**src/hdl/adc_ctl_pkg.sv**
```systemverilog
// constants for the converter control and result register block
// assumes an AHB-Lite slave with 32-bit data, one register per word
package adc_ctl_pkg;
	localparam logic [7:0] OFS_RESULT_LOW = 8'h00;
	localparam logic [7:0] OFS_RESULT_HIGH = 8'h04;
	localparam logic [7:0] OFS_CTRL_MAIN = 8'h08;
	localparam logic [7:0] OFS_CTRL_AUX = 8'h0c;
	localparam logic [7:0] OFS_PIN_EN = 8'h10;
	localparam logic [7:0] OFS_IRQ_STATUS = 8'h14;
	localparam logic [7:0] OFS_IRQ_MASK = 8'h18;
	localparam logic [7:0] OFS_CONV_DATA = 8'h1c;
	// conv_control_main fields
	localparam int BIT_START = 7;
	localparam int BIT_BUSY = 6;
	localparam int BIT_POWER_OFF = 5;
	localparam int BIT_JUSTIFY = 4;
	localparam int BIT_AMP_SEL = 3;
	localparam int CH_MSB = 2;
	// conv_control_aux fields
	localparam int BIT_INT_REF = 7;
	localparam int BIT_BG_EN = 6;
	localparam int BIT_REF_SRC = 4;
	localparam int DIV_MSB = 2;
	localparam logic [7:0] AUX_WRITE_MASK = 8'hd7;
	localparam logic [7:0] RESET_CTRL_MAIN = 8'h60;
	localparam logic [7:0] RESET_CTRL_AUX = 8'h00;
	localparam logic [7:0] RESET_PIN_EN = 8'hff;
	localparam logic [2:0] DIV_UNDEFINED = 3'h7;
	localparam logic [4:0] CONV_PERIODS = 5'h10;
	localparam logic [5:0] DIV_MAX = 6'h3f;
	localparam logic [1:0] HTRANS_NONSEQ = 2'h2;
	typedef enum logic [2:0] {
		ST_IDLE = 3'b001,
		ST_ARMED = 3'b010,
		ST_CONV = 3'b100
	} conv_state_t;
endpackage

```
**src/hdl/adc_control_and_result_regs.sv**
```systemverilog
// converter control, result registers and end-of-conversion interrupt
// assumes one clock; analog core returns its 12-bit sample on core_result
// Contract
// - justify bit places 12-bit result in bytes
// - channel selector routes one source
// - analog enable bit takes pin from digital
// - analog pin drops its pull-high
// - start low-high-low begins a conversion
// - start held high resets core, busy high
// - busy reads one during conversion, clears after
// - conversion end sets interrupt request flag
// - clock divider one to sixty-four by code
// - reference select routes external reference pin
// - bandgap off unless enabled or needed
// - internal reference channel excludes other inputs
// - aux bits 5 and 3 read zero
// - power-off bit resets to one, stops converter
// - conversion lasts sixteen converter clocks
//
// Register access over AHB-Lite and the address map are this design's own decisions.
`timescale 1ns/1ns
module adc_control_and_result_regs (
	input wire logic clk, // 20 MHz system clock
	input wire logic reset_n, // async reset, active low
	input wire logic hsel, // slave select
	input wire logic [7:0] haddr, // byte address
	input wire logic [1:0] htrans, // transfer type
	input wire logic hwrite, // write when high
	input wire logic [2:0] hsize, // transfer size
	input wire logic [31:0] hwdata, // write data
	input wire logic hready, // bus ready in
	output logic [31:0] hrdata, // read data
	output logic hreadyout, // slave ready
	output logic hresp, // always okay
	input wire logic [11:0] core_result, // sample from analog core
	input wire logic low_voltage_fn_on, // low-voltage functions active
	output logic core_reset, // holds analog core in reset
	output logic core_power_off, // analog core switched off
	output logic conv_clock, // converter clock enable pulse
	output logic [7:0] pin_analog_en, // pin used as analog input
	output logic [7:0] pin_pullhigh_cut, // forces pull-high off
	output logic [7:0] analog_input_route, // one-hot external channel
	output logic internal_amp_route, // amplifier channel routed
	output logic bandgap_route, // 1.25V routed to converter
	output logic bandgap_on, // bandgap powered
	output logic reference_pin_sel, // external reference pin in use
	output logic conv_irq // level interrupt
);
	logic [7:0] ctrl_main;
	logic [7:0] ctrl_aux;
	logic [7:0] pin_en;
	logic [11:0] sample;
	logic irq_status;
	logic irq_mask;
	logic busy;
	logic start_prev;
	logic [5:0] div_cnt;
	logic [4:0] period_cnt;
	logic tick;
	logic ap_write;
	logic ap_read;
	logic [7:0] ap_addr;
	logic conv_done;
	logic [10:0] conv_cycles;
	adc_ctl_pkg::conv_state_t state;

	function automatic logic [5:0] div_limit(input logic [2:0] code);
		div_limit = 6'((7'h01 << code) - 7'h01);
	endfunction

	// last cycle count of a conversion for a divider code
	function automatic logic [10:0] conv_span(input logic [2:0] code);
		conv_span = ({6'h00, adc_ctl_pkg::CONV_PERIODS} << code) - 11'h001;
	endfunction

	function automatic logic [7:0] fold(input logic [7:0] cur,
			input logic [31:0] wd, input logic [7:0] mask);
		fold = (cur & ~mask) | (wd[7:0] & mask);
	endfunction

	wire logic start_bit = ctrl_main[adc_ctl_pkg::BIT_START];
	wire logic justify = ctrl_main[adc_ctl_pkg::BIT_JUSTIFY];
	wire logic power_off = ctrl_main[adc_ctl_pkg::BIT_POWER_OFF];
	wire logic [2:0] div_sel = ctrl_aux[adc_ctl_pkg::DIV_MSB:0];
	wire logic write_hit = ap_write;

	// bus slave: zero-wait, registered address phase
	always_ff @(posedge clk or negedge reset_n) begin
		if (!reset_n) begin
			ap_write <= 1'b0;
			ap_read <= 1'b0;
			ap_addr <= 8'h00;
		end else if (hready) begin
			ap_write <= hsel && htrans == adc_ctl_pkg::HTRANS_NONSEQ && hwrite;
			ap_read <= hsel && htrans == adc_ctl_pkg::HTRANS_NONSEQ && !hwrite;
			ap_addr <= haddr;
		end else begin
			ap_write <= 1'b0;
			ap_read <= 1'b0;
		end
	end

	assign hreadyout = 1'b1;
	assign hresp = 1'b0;

	// control registers; busy bit is never writable
	always_ff @(posedge clk or negedge reset_n) begin
		if (!reset_n) begin
			ctrl_main <= adc_ctl_pkg::RESET_CTRL_MAIN;
			ctrl_aux <= adc_ctl_pkg::RESET_CTRL_AUX;
			pin_en <= adc_ctl_pkg::RESET_PIN_EN;
			irq_mask <= 1'b0;
		end else if (write_hit) begin
			unique case (ap_addr)
				adc_ctl_pkg::OFS_CTRL_MAIN: ctrl_main <= fold(ctrl_main, hwdata,
						~(8'h01 << adc_ctl_pkg::BIT_BUSY));
				adc_ctl_pkg::OFS_CTRL_AUX: ctrl_aux <= fold(ctrl_aux, hwdata,
						adc_ctl_pkg::AUX_WRITE_MASK);
				adc_ctl_pkg::OFS_PIN_EN: pin_en <= hwdata[7:0];
				adc_ctl_pkg::OFS_IRQ_MASK: irq_mask <= hwdata[0];
				default: ;
			endcase
		end
	end

	// clock divider, counts only while powered
	always_ff @(posedge clk or negedge reset_n) begin
		if (!reset_n) begin
			div_cnt <= 6'h00;
		end else if (power_off || state != adc_ctl_pkg::ST_CONV) begin
			div_cnt <= 6'h00;
		end else if (div_cnt >= div_limit(div_sel)) begin
			div_cnt <= 6'h00;
		end else begin
			div_cnt <= div_cnt + 6'h01;
		end
	end

	assign tick = state == adc_ctl_pkg::ST_CONV &&
			div_sel != adc_ctl_pkg::DIV_UNDEFINED &&
			div_cnt >= div_limit(div_sel);
	assign conv_done = tick && period_cnt == adc_ctl_pkg::CONV_PERIODS - 5'h01;

	// start sequencing and conversion timing
	always_ff @(posedge clk or negedge reset_n) begin
		if (!reset_n) begin
			state <= adc_ctl_pkg::ST_IDLE;
			start_prev <= 1'b0;
			period_cnt <= 5'h00;
		end else begin
			start_prev <= start_bit;
			unique case (state)
				adc_ctl_pkg::ST_IDLE: if (start_bit && !start_prev) begin
					state <= adc_ctl_pkg::ST_ARMED;
				end
				adc_ctl_pkg::ST_ARMED: if (!start_bit && !power_off) begin
					state <= adc_ctl_pkg::ST_CONV;
					period_cnt <= 5'h00;
				end
				adc_ctl_pkg::ST_CONV: if (start_bit || power_off) begin
					state <= start_bit ? adc_ctl_pkg::ST_ARMED :
							adc_ctl_pkg::ST_IDLE;
				end else if (conv_done) begin
					state <= adc_ctl_pkg::ST_IDLE;
				end else if (tick) begin
					period_cnt <= period_cnt + 5'h01;
				end
				default: state <= adc_ctl_pkg::ST_IDLE;
			endcase
		end
	end

	// cycles spent in the current conversion, for the length check
	always_ff @(posedge clk or negedge reset_n) begin
		if (!reset_n) begin
			conv_cycles <= 11'h000;
		end else if (state != adc_ctl_pkg::ST_CONV) begin
			conv_cycles <= 11'h000;
		end else begin
			conv_cycles <= conv_cycles + 11'h001;
		end
	end

	// busy flag, reset value one, clears when conversion ends
	always_ff @(posedge clk or negedge reset_n) begin
		if (!reset_n) begin
			busy <= 1'b1;
		end else if (state == adc_ctl_pkg::ST_ARMED) begin
			busy <= 1'b1;
		end else if (conv_done && !start_bit && !power_off) begin
			busy <= 1'b0;
		end
	end

	// result captured with the same edge that clears busy
	always_ff @(posedge clk or negedge reset_n) begin
		if (!reset_n) begin
			sample <= 12'h000;
		end else if (conv_done && !start_bit && !power_off) begin
			sample <= core_result;
		end
	end

	// sticky end-of-conversion flag, set wins over write-one clear
	always_ff @(posedge clk or negedge reset_n) begin
		if (!reset_n) begin
			irq_status <= 1'b0;
		end else if (conv_done && !start_bit && !power_off) begin
			irq_status <= 1'b1;
		end else if (write_hit && ap_addr == adc_ctl_pkg::OFS_IRQ_STATUS &&
				hwdata[0]) begin
			irq_status <= 1'b0;
		end
	end

	assign conv_irq = irq_status && irq_mask;

	logic [7:0] res_low;
	logic [7:0] res_high;
	always_comb begin
		if (justify) begin
			res_low = sample[7:0];
			res_high = {4'h0, sample[11:8]};
		end else begin
			res_low = {sample[3:0], 4'h0};
			res_high = sample[11:4];
		end
	end

	// control byte as read: busy bit comes from the live flag
	logic [7:0] main_view;
	always_comb begin
		main_view = ctrl_main;
		main_view[adc_ctl_pkg::BIT_BUSY] = busy;
	end

	// read data registered in the data phase
	always_ff @(posedge clk or negedge reset_n) begin
		if (!reset_n) begin
			hrdata <= 32'h0000_0000;
		end else if (hready && hsel && !hwrite &&
				htrans == adc_ctl_pkg::HTRANS_NONSEQ) begin
			unique case (haddr)
				adc_ctl_pkg::OFS_RESULT_LOW: hrdata <= {24'h0, res_low};
				adc_ctl_pkg::OFS_RESULT_HIGH: hrdata <= {24'h0, res_high};
				adc_ctl_pkg::OFS_CTRL_MAIN: hrdata <= {24'h0, main_view};
				adc_ctl_pkg::OFS_CTRL_AUX: hrdata <= {24'h0,
						ctrl_aux & adc_ctl_pkg::AUX_WRITE_MASK};
				adc_ctl_pkg::OFS_PIN_EN: hrdata <= {24'h0, pin_en};
				adc_ctl_pkg::OFS_IRQ_STATUS: hrdata <= {31'h0, irq_status};
				adc_ctl_pkg::OFS_IRQ_MASK: hrdata <= {31'h0, irq_mask};
				adc_ctl_pkg::OFS_CONV_DATA: hrdata <= {20'h0, sample};
				default: hrdata <= 32'h0000_0000;
			endcase
		end
	end

	// analog side control
	always_ff @(posedge clk or negedge reset_n) begin
		if (!reset_n) begin
			pin_analog_en <= adc_ctl_pkg::RESET_PIN_EN;
			pin_pullhigh_cut <= adc_ctl_pkg::RESET_PIN_EN;
			analog_input_route <= 8'h00;
			internal_amp_route <= 1'b0;
			bandgap_route <= 1'b0;
			bandgap_on <= 1'b0;
			reference_pin_sel <= 1'b0;
			core_reset <= 1'b1;
			core_power_off <= 1'b1;
			conv_clock <= 1'b0;
		end else begin
			pin_analog_en <= pin_en;
			pin_pullhigh_cut <= pin_en;
			bandgap_route <= ctrl_aux[adc_ctl_pkg::BIT_INT_REF];
			analog_input_route <= ctrl_aux[adc_ctl_pkg::BIT_INT_REF] ||
					ctrl_main[adc_ctl_pkg::BIT_AMP_SEL] ? 8'h00 :
					8'(8'h01 << ctrl_main[adc_ctl_pkg::CH_MSB:0]);
			internal_amp_route <= !ctrl_aux[adc_ctl_pkg::BIT_INT_REF] &&
					ctrl_main[adc_ctl_pkg::BIT_AMP_SEL];
			bandgap_on <= ctrl_aux[adc_ctl_pkg::BIT_BG_EN] ||
					low_voltage_fn_on;
			reference_pin_sel <= ctrl_aux[adc_ctl_pkg::BIT_REF_SRC];
			core_reset <= state != adc_ctl_pkg::ST_CONV;
			core_power_off <= power_off;
			conv_clock <= tick;
		end
	end

	AST_BUSY_AFTER_START: assert property (
		@(posedge clk) disable iff (!reset_n)
		state == adc_ctl_pkg::ST_ARMED |=> busy)
		else $error("busy not set while start high");
	AST_CORE_RESET: assert property (
		@(posedge clk) disable iff (!reset_n)
		state == adc_ctl_pkg::ST_ARMED |=> core_reset)
		else $error("core not reset while armed");
	AST_START_SEQ: assert property (
		@(posedge clk) disable iff (!reset_n)
		state == adc_ctl_pkg::ST_ARMED && !start_bit && !power_off
		|=> state == adc_ctl_pkg::ST_CONV)
		else $error("conversion did not begin");
	AST_IRQ_SET: assert property (
		@(posedge clk) disable iff (!reset_n)
		conv_done && !start_bit && !power_off |=> irq_status && !busy)
		else $error("end flag not set");
	AST_IRQ_LEVEL: assert property (
		@(posedge clk) disable iff (!reset_n)
		!irq_status && !conv_done |=> !conv_irq)
		else $error("interrupt raised without conversion end");
	AST_DIV_RANGE: assert property (
		@(posedge clk) disable iff (!reset_n)
		state != adc_ctl_pkg::ST_CONV |=> div_cnt == 6'h00)
		else $error("divider ran outside a conversion");
	AST_PULL_CUT: assert property (
		@(posedge clk) disable iff (!reset_n)
		pin_pullhigh_cut == $past(pin_en))
		else $error("pull-high not cut on analog pin");
	AST_ONE_SOURCE: assert property (
		@(posedge clk) disable iff (!reset_n)
		bandgap_route |-> analog_input_route == 8'h00 && !internal_amp_route)
		else $error("two sources routed");
	AST_SAMPLE_HELD: assert property (
		@(posedge clk) disable iff (!reset_n)
		busy |=> $stable(sample) || !busy)
		else $error("result changed mid conversion");
	AST_RESULT_AT_END: assert property (
		@(posedge clk) disable iff (!reset_n)
		conv_done && !start_bit && !power_off |=> sample == $past(core_result))
		else $error("result not taken at conversion end");
	AST_CONV_LENGTH: assert property (
		@(posedge clk) disable iff (!reset_n)
		conv_done |-> conv_cycles == conv_span(div_sel))
		else $error("conversion length wrong");
	AST_POWER_OFF: assert property (
		@(posedge clk) disable iff (!reset_n)
		power_off |=> state != adc_ctl_pkg::ST_CONV)
		else $error("converter ran while powered off");
	AST_UNUSED_ZERO: assert property (
		@(posedge clk) disable iff (!reset_n)
		justify ? res_high[7:4] == 4'h0 : res_low[3:0] == 4'h0)
		else $error("unused result bits not zero");
	COV_CONV: cover property (@(posedge clk) disable iff (!reset_n)
		state == adc_ctl_pkg::ST_CONV ##1 state == adc_ctl_pkg::ST_IDLE);
	COV_IRQ: cover property (@(posedge clk) disable iff (!reset_n)
		$rose(conv_irq));
	COV_ABORT: cover property (@(posedge clk) disable iff (!reset_n)
		state == adc_ctl_pkg::ST_CONV ##1 state == adc_ctl_pkg::ST_ARMED);
	COV_SLOW_DIV: cover property (@(posedge clk) disable iff (!reset_n)
		conv_done && div_sel == 3'h6);
endmodule // adc_control_and_result_regs

```
**config.mk**
```make
export PLATFORM = sky130hd
export DESIGN_NAME = adc_control_and_result_regs
export DESIGN_NICKNAME = d
export VERILOG_FILES = /design/src/hdl/adc_ctl_pkg.sv /design/src/hdl/adc_control_and_result_regs.sv
export SDC_FILE = /design/constraint.sdc
export NUM_CORES = 1
export LEC_CHECK = 0
export ABC_AREA = 1
export BUFFER_PORTS_ARGS = -buffer_cell sky130_fd_sc_hd__clkbuf_2
export CAP_MARGIN = 20
export CORE_ASPECT_RATIO = 1.1
export CORE_MARGIN = 1.5
export CORE_UTILIZATION = 51
export DETAILED_ROUTE_END_ITERATION = 8
export PLACE_DENSITY = 0.83
export SLEW_MARGIN = 20
export SYNTH_ARGS = -nofsm -noshare
export SYNTH_HDL_FRONTEND = slang
export SYNTH_SLANG_ARGS = --single-unit
```
**constraint.sdc**
```tcl
create_clock -name clk -period 3.23 [get_ports clk]
set_input_delay 0.323 -clock clk [delete_from_list [all_inputs] [get_ports clk]]
set_output_delay 0.323 -clock clk [all_outputs]
set_load 0.02 [all_outputs]
```
# [After elaboration in Yosys (flattened, before gate mapping)]
# Index checks and enable logic that the tools add are counted.
[classes] n_addsub=3 order_cmp=1 n_eq_ne=25 shift=2 mux=22 bitwise=2 reduce_logical=35
[ops] op="one-hot mux 12 bit (8 select lines)" n=1
[ops] op="equality test 8 x 5 -> 1 bit, second input constant" n=7
[ops] op="equality test 8 x 4 -> 1 bit, second input constant" n=4
[ops] op="two-way mux 8 bit" n=3
[ops] op="two-way mux 5 bit" n=4
[ops] op="logical AND 1 bit" n=16
[ops] op="two-way mux 3 bit" n=4
[ops] op="two-way mux 6 bit" n=2
[ops] op="inequality test 2 bit, second input constant" n=5
[ops] op="one-hot mux 5 bit (2 select lines)" n=1
[ops] op="one-hot mux 3 bit (3 select lines)" n=1
[ops] op="equality test 8 x 3 -> 1 bit, second input constant" n=1
[ops] op="logical NOT 8 bit" n=1
[ops] op="OR 6 x 8 -> 8 bit" n=1
[ops] op="OR 7 x 8 -> 8 bit" n=1
[ops] op="AND reduction 2 bit" n=4
[ops] op="left shift 1 x 3 -> 8 bit, first input constant" n=1
[ops] op="adder 6 x 1 -> 6 bit, second input constant" n=1
[ops] op=">= comparator 6 bit" n=1
[ops] op="inequality test 3 bit, second input constant" n=2
[ops] op="nonzero test 2 bit" n=3
[ops] op="left shift 1 x 3 -> 6 bit, first input constant" n=1
[ops] op="subtractor 6 x 1 -> 6 bit, second input constant" n=1
[ops] op="adder 5 x 1 -> 5 bit, second input constant" n=1
[ops] op="12 further kinds" n=23
[totals] ff_bits=118 input_bits=63 out_inout_bits=66 word_cells=113

# [Depth between registers and ports, before layout]
[depth] depth_word=9 depth_mapped=16 mapped_depth_nobuf=16

# [Worst setup path before layout]
# OpenSTA, ideal clock, no wires.
[synth_timing] kind="flip-flop to flip-flop" start="register ctrl_aux[0]" end="register period_cnt[0]" setup_time_ns=0.122 arrival_time_ns=2.049 t_required_ns=3.108 path_slack_ns=1.060 path_stages_with_launch=15 path_buffers=0 synth_period_minus_slack_ns=2.170 path_cell_list="dfrtp_1 -> nor2_1 -> nand2_1 -> ha_1 -> nand2_1 -> xnor2_1 -> ha_1 -> nand2_1 -> inv_1 -> a21oi_1 -> nand2_1 -> nand3_4 -> nand3_2 -> nand2_1 -> o21ai_1"
[synth_between] elab_chain_len=7 elab_cells_between_ends=10 cone_classes="add/sub (1); order compare (1); eq/ne (3); shift (1); reduce/logical (4)"
[synth_lines] item="from (decl)" line="adc_control_and_result_regs.sv:50" rtl="logic [7:0] ctrl_aux;"
[synth_lines] item="from (signal assigned)" line="adc_control_and_result_regs.sv:110" rtl="ctrl_aux <= adc_ctl_pkg::RESET_CTRL_AUX;"
[synth_lines] item="from (signal assigned)" line="adc_control_and_result_regs.sv:117" rtl="adc_ctl_pkg::OFS_CTRL_AUX: ctrl_aux <= fold(ctrl_aux, hwdata,"
[synth_lines] item="left shift 1 x 3 -> 6 bit" line="adc_control_and_result_regs.sv:68" rtl="div_limit = 6'((7'h01 << code) - 7'h01);"
[synth_lines] item="subtractor 6 x 1 -> 6 bit" line="adc_control_and_result_regs.sv:68"
[synth_lines] item=">= comparator 6 bit" line="adc_control_and_result_regs.sv:141" rtl="div_cnt >= div_limit(div_sel);"
[synth_lines] item="logical AND 1 bit *" line="adc_control_and_result_regs.sv:140" rtl="div_sel != adc_ctl_pkg::DIV_UNDEFINED &&"
[synth_lines] item="logical AND 1 bit" line="adc_control_and_result_regs.sv:142" rtl="assign conv_done = tick && period_cnt == adc_ctl_pkg::CONV_PERIODS - 5'h01;"
[synth_lines] item="inequality test 2 bit (no line)"
[synth_lines] item="AND reduction 5 bit (no line) *"
[synth_lines] item="to (signal assigned)" line="adc_control_and_result_regs.sv:166" rtl="period_cnt <= period_cnt + 5'h01;"
[synth_lines] item="to (decl)" line="adc_control_and_result_regs.sv:58" rtl="logic [4:0] period_cnt;"
# Mark *: on every way between the ends. The rest lies on a longest branch, timed or not.
# A chain may end at the register's enable or synchronous reset.

# [Final worst setup path]
[layout_timing] start="register ctrl_aux[0]" end="register sample[7]"
[layout_between] elab_chain_len=7 elab_cells_between_ends=9 cone_classes="add/sub (1); order compare (1); eq/ne (1); shift (1); reduce/logical (5)"
[layout_lines] item="left shift 1 x 3 -> 6 bit" line="adc_control_and_result_regs.sv:68"
[layout_lines] item="subtractor 6 x 1 -> 6 bit" line="adc_control_and_result_regs.sv:68"
[layout_lines] item=">= comparator 6 bit" line="adc_control_and_result_regs.sv:141"
[layout_lines] item="logical AND 1 bit *" line="adc_control_and_result_regs.sv:140"
[layout_lines] item="logical AND 1 bit *" line="adc_control_and_result_regs.sv:142"
[layout_lines] item="logical AND 1 bit * (2 in a row)" line="adc_control_and_result_regs.sv:199" rtl="end else if (conv_done && !start_bit && !power_off) begin"
[layout_lines] item="to (signal assigned)" line="adc_control_and_result_regs.sv:200" rtl="sample <= core_result;"
[layout_lines] item="to (decl)" line="adc_control_and_result_regs.sv:52" rtl="logic [11:0] sample;"
# Marked as above.

==> flow_summary.toml <==
[route]
dr.pass1.iters = 5
drtIter0Drc = 294
vias_per_cell = 4.996
postRouteAntennaNets = 0
vias = 3722
wl_per_cell_um = 12.86
wirelength_um = 9582
drc = 0

[pwr]
p_switching_mw = 0.6254
cellPowerDensity_nw_per_um2 = 436.5
power.share.switching_pct = 27.21
comb_power_share_pct = 10.2
pwr-share-clk_pct = 35.0
ir_worst_vdd_v = 0.0002710
p_leak_nw = 2.855
power_frac_seq_pct = 54.8
internal_power_mw = 1.673

[clock_tree]
cts_root_buf = "clkbuf_8"
cts-resized-gates = 0
cts_tree = "done"
htree_levels = 3
clock_latency_ns = 0.37
clock-sinks = 95
cts_buffer_depth = 2
clk_pin_slew_worst_paths_ns = 0.10
numCtsBuffers = 9

[flow_run]
maxCapViolCount = 0

[global_route]
grtUsageTotal_pct = 21.06
use_met3_pct = 5.409
top_usage_layer = "met2"
use_met2_pct = 34.34
grt_pass1_vias = 3504
grt_pass1_wl_um = 16220
antenna_found_initial = 0
met1_usage_pct = 27.59
grt-ovfl-total = 0
grt_max_degree = 46

[yosys]
synth_cells = 553
yosysTopAreaCell = "dfrtp_1"
yosys-top-cells-count = "147 x nand2_1, 74 x dfrtp_1, 66 x inv_1"
synth-simple-area-share_pct = 24.78
synth.avg_cell_area_um2 = 8.528
synthAdderAreaFrac_pct = 2.653
synth_edf_count = 0
synth-main-ff-cell = "dfrtp_1"
synthXorXnorAreaFrac_pct = 0.9286
ys_seq_area_share_pct = 50.97
synth_top_family_by_area = "simple AND/OR/NAND/NOR gates"
synth_compound_area_share_pct = 8.570
yosysTopAreaCellShare_pct = 39.27
synthTopCellsByArea = "dfrtp_1 39%, dfstp_2 12%, nand2_1 12%"
yosys_warnings = 0
netlist_area_um2 = 4716
yosysMostFrequentCell = "nand2_1"
postSynthRegisterBits = 95
ys_types = 37
synthArstFlopShare_pct = 100.0
synth_mux_area_share_pct = 0.2388

[sta]
finalSetupViolations = 0
slew_headroom_pct = 59.61
setup_tns_ns = 0
drv_slew = 0
hold_viol = 0
worst_pin_slew_ns = 0.6041
skew_ns = 0.01286
min_period_ns = 2.496
rsz0062_at_grt = "false"
fmax_mhz = 400.6
fin_crit_sh_pct = 77.28

[critical_path]
r2r_setup_slack_ns = 0.73
critPathKind = "reg -> reg"
endpoint_kind = "register"
setup.worst_path.start_class = "register"
required_ns = 3.48
crit_fanout = 21
regToRegEndpoint = "sample[7]"
cpPeakStageDelay_ns = 0.48
r2r-start = "ctrl_aux[0]"
crit_chain = "nor2_1, nand2_1, ha_1, nand2_1, xnor2_1, ha_1, nand2_1, inv_1, a21oi_1, nand2_1, nand3_4, nor2_4, buf_4, nand2_1, o21ai_0"
worst_path_most_repeated_cell = "nand2_1"
reg2reg_depth = 15
arrival_ns = 2.74
cpMaxStageDelayCell = "dfrtp_1"
setup.worst_path.start = "ctrl_aux[0]"

[placement]
gp_congestion = 0.8994
dp_hpwl_um = 7264
io_buffer_count = 79
dp.cells = 728

[floorplanning]
die-height_um = 103.9
die-area_um2 = 9833
rows = 36
die_x_um = 94.69
design.core.area_um2 = 8919
pin_count = 129
initial_core_util_pct = 52.88

[final_layout]
final.fill_count = 799
area.growth.synth_to_final_pct = 11.65
layout-drive-gt1-share_pct = 22.98
final_cells = 745
nets = 699
diodes = 0

[worst_hold_path]
min_path_type = "in -> reg"
hp-start = "low_voltage_fn_on"
min_path_cells = 2
hold_end = "bandgap_on"

[run_status]
status = "finished, final reports clean"
[through the flow]
| step | instance area, µm² | utilization [%] | hold slack, ns | total power, mW | worst slack, ns |
|---|---|---|---|---|---|
| after detailed placement | 5054 | 56.66 | 0.3367 | 1.514 | 0.7563 |
| after CTS | 5265 | 59.03 | 0.1311 | 2.309 | 0.7440 |
| after floorplan | 4791 | - | 0.02741 | 1.452 | 1.060 |
| after global placement | 5054 | 56.66 | 0.3293 | 1.503 | 0.8502 |
| after global routing | 5265 | 59.03 | 0.1323 | 2.414 | 0.5236 |
| final | 5265 | 59.03 | 0.1388 | 2.298 | 0.7339 |
[state kept, by name (all words and copies together) (netlist names), 3 cells and up]
name	cells
analog_input_route	8
ap_addr	8
ctrl_aux	6
ctrl_main	7
div_cnt	6
hrdata	12
period_cnt	5
pin_en	8
pin_pullhigh_cut	8
sample	12
state	3
[power by group through the flow]
| stage | clock network, mW | registers (mW) | logic [mW] |
|---|---|---|---|
| after floorplan | 0 | 1.28 | 0.169 |
| after detailed placement | 0 | 1.28 | 0.233 |
| final | 0.805 | 1.26 | 0.233 |
| after global placement | 0 | 1.28 | 0.224 |
| after global routing | 0.882 | 1.26 | 0.268 |
| after CTS | 0.815 | 1.26 | 0.235 |
[cell usage in the layout (no fill, tap or decap), drive strengths merged]
cell	count
a21oi	6
buf	4
bufinv	1
clkbuf	87
clkinv	2
clkinvlp	1
conb	22
dfrtp	74
dfstp	21
dlygate4sd3	1
ha	10
inv	70
mux2	1
nand2	149
nand3	41
nand3b	2
nand4	6
nor2	42
nor3	12
nor3b	1
o211a	1
o21ai	63
o31ai	4
or2	5
xnor2	2
xor2	3
[worst max path at each step]
stage / cells after the start / endpoint / slack (ns)
after floorplan: 14 / period_cnt[0] / 1.06
after global placement: 15 / sample[7] / 0.85
after detailed placement: 15 / sample[11] / 0.76
after CTS: 15 / sample[11] / 0.74
after global routing: 15 / sample[3] / 0.52
final: 15 / sample[7] / 0.73
[area by class of cell]
cell class              instances  area, µm²  share of cell area, %
well taps                     114      142.6                  2.709
multi-input cells             370       1836                  34.86
clock inverters                 7      77.57                  1.473
inverters                      67      251.5                  4.777
repair buffers                 83      430.4                  8.175
flip-flops and latches         95       2404                  45.65
clock buffers                   9      123.9                  2.353
[cells by family (layout without fill, tap and decap cells)]
| family | Yosys count | after routing |
|---|---|---|
| mux | 1 | 1 |
| xor+xnor | 5 | 5 |
| other cells | 2 | 22 |
| buf+inv | 108 | 166 |
| fa+ha+maj | 10 | 10 |
| simple gates | 258 | 258 |
| compound gates | 74 | 74 |
| flops | 95 | 95 |
[repair_timing]
item	CTS	global route
hold buffers	1	0
endpoints found under the setup margin	0	0
buffers inserted	0	0
endpoints found under the hold margin	27	0
[routing by layer]
metal | routed length (µm) | part of all wire [%] | up-vias
li1 | - | - | 1847
met1 | 4113 | 43 | 1739
met2 | 4754 | 50 | 122
met3 | 569 | 5.9 | 14
met4 | 146 | 1.5 | 0
met5 | 0 | 0 | -
[worst max-delay path, delay by kind of cell (launching register included)]
kind | cells | cell delay [ns]
and+or+nand+nor | 8 | 0.82
DFF | 1 | 0.48
adders and majority gates | 2 | 0.47
AOI/OAI and AO/OA | 2 | 0.26
buffers and inverters | 2 | 0.23
xor gates and xnor gates | 1 | 0.12
Note: power is estimated with default switching activity, not from simulation.
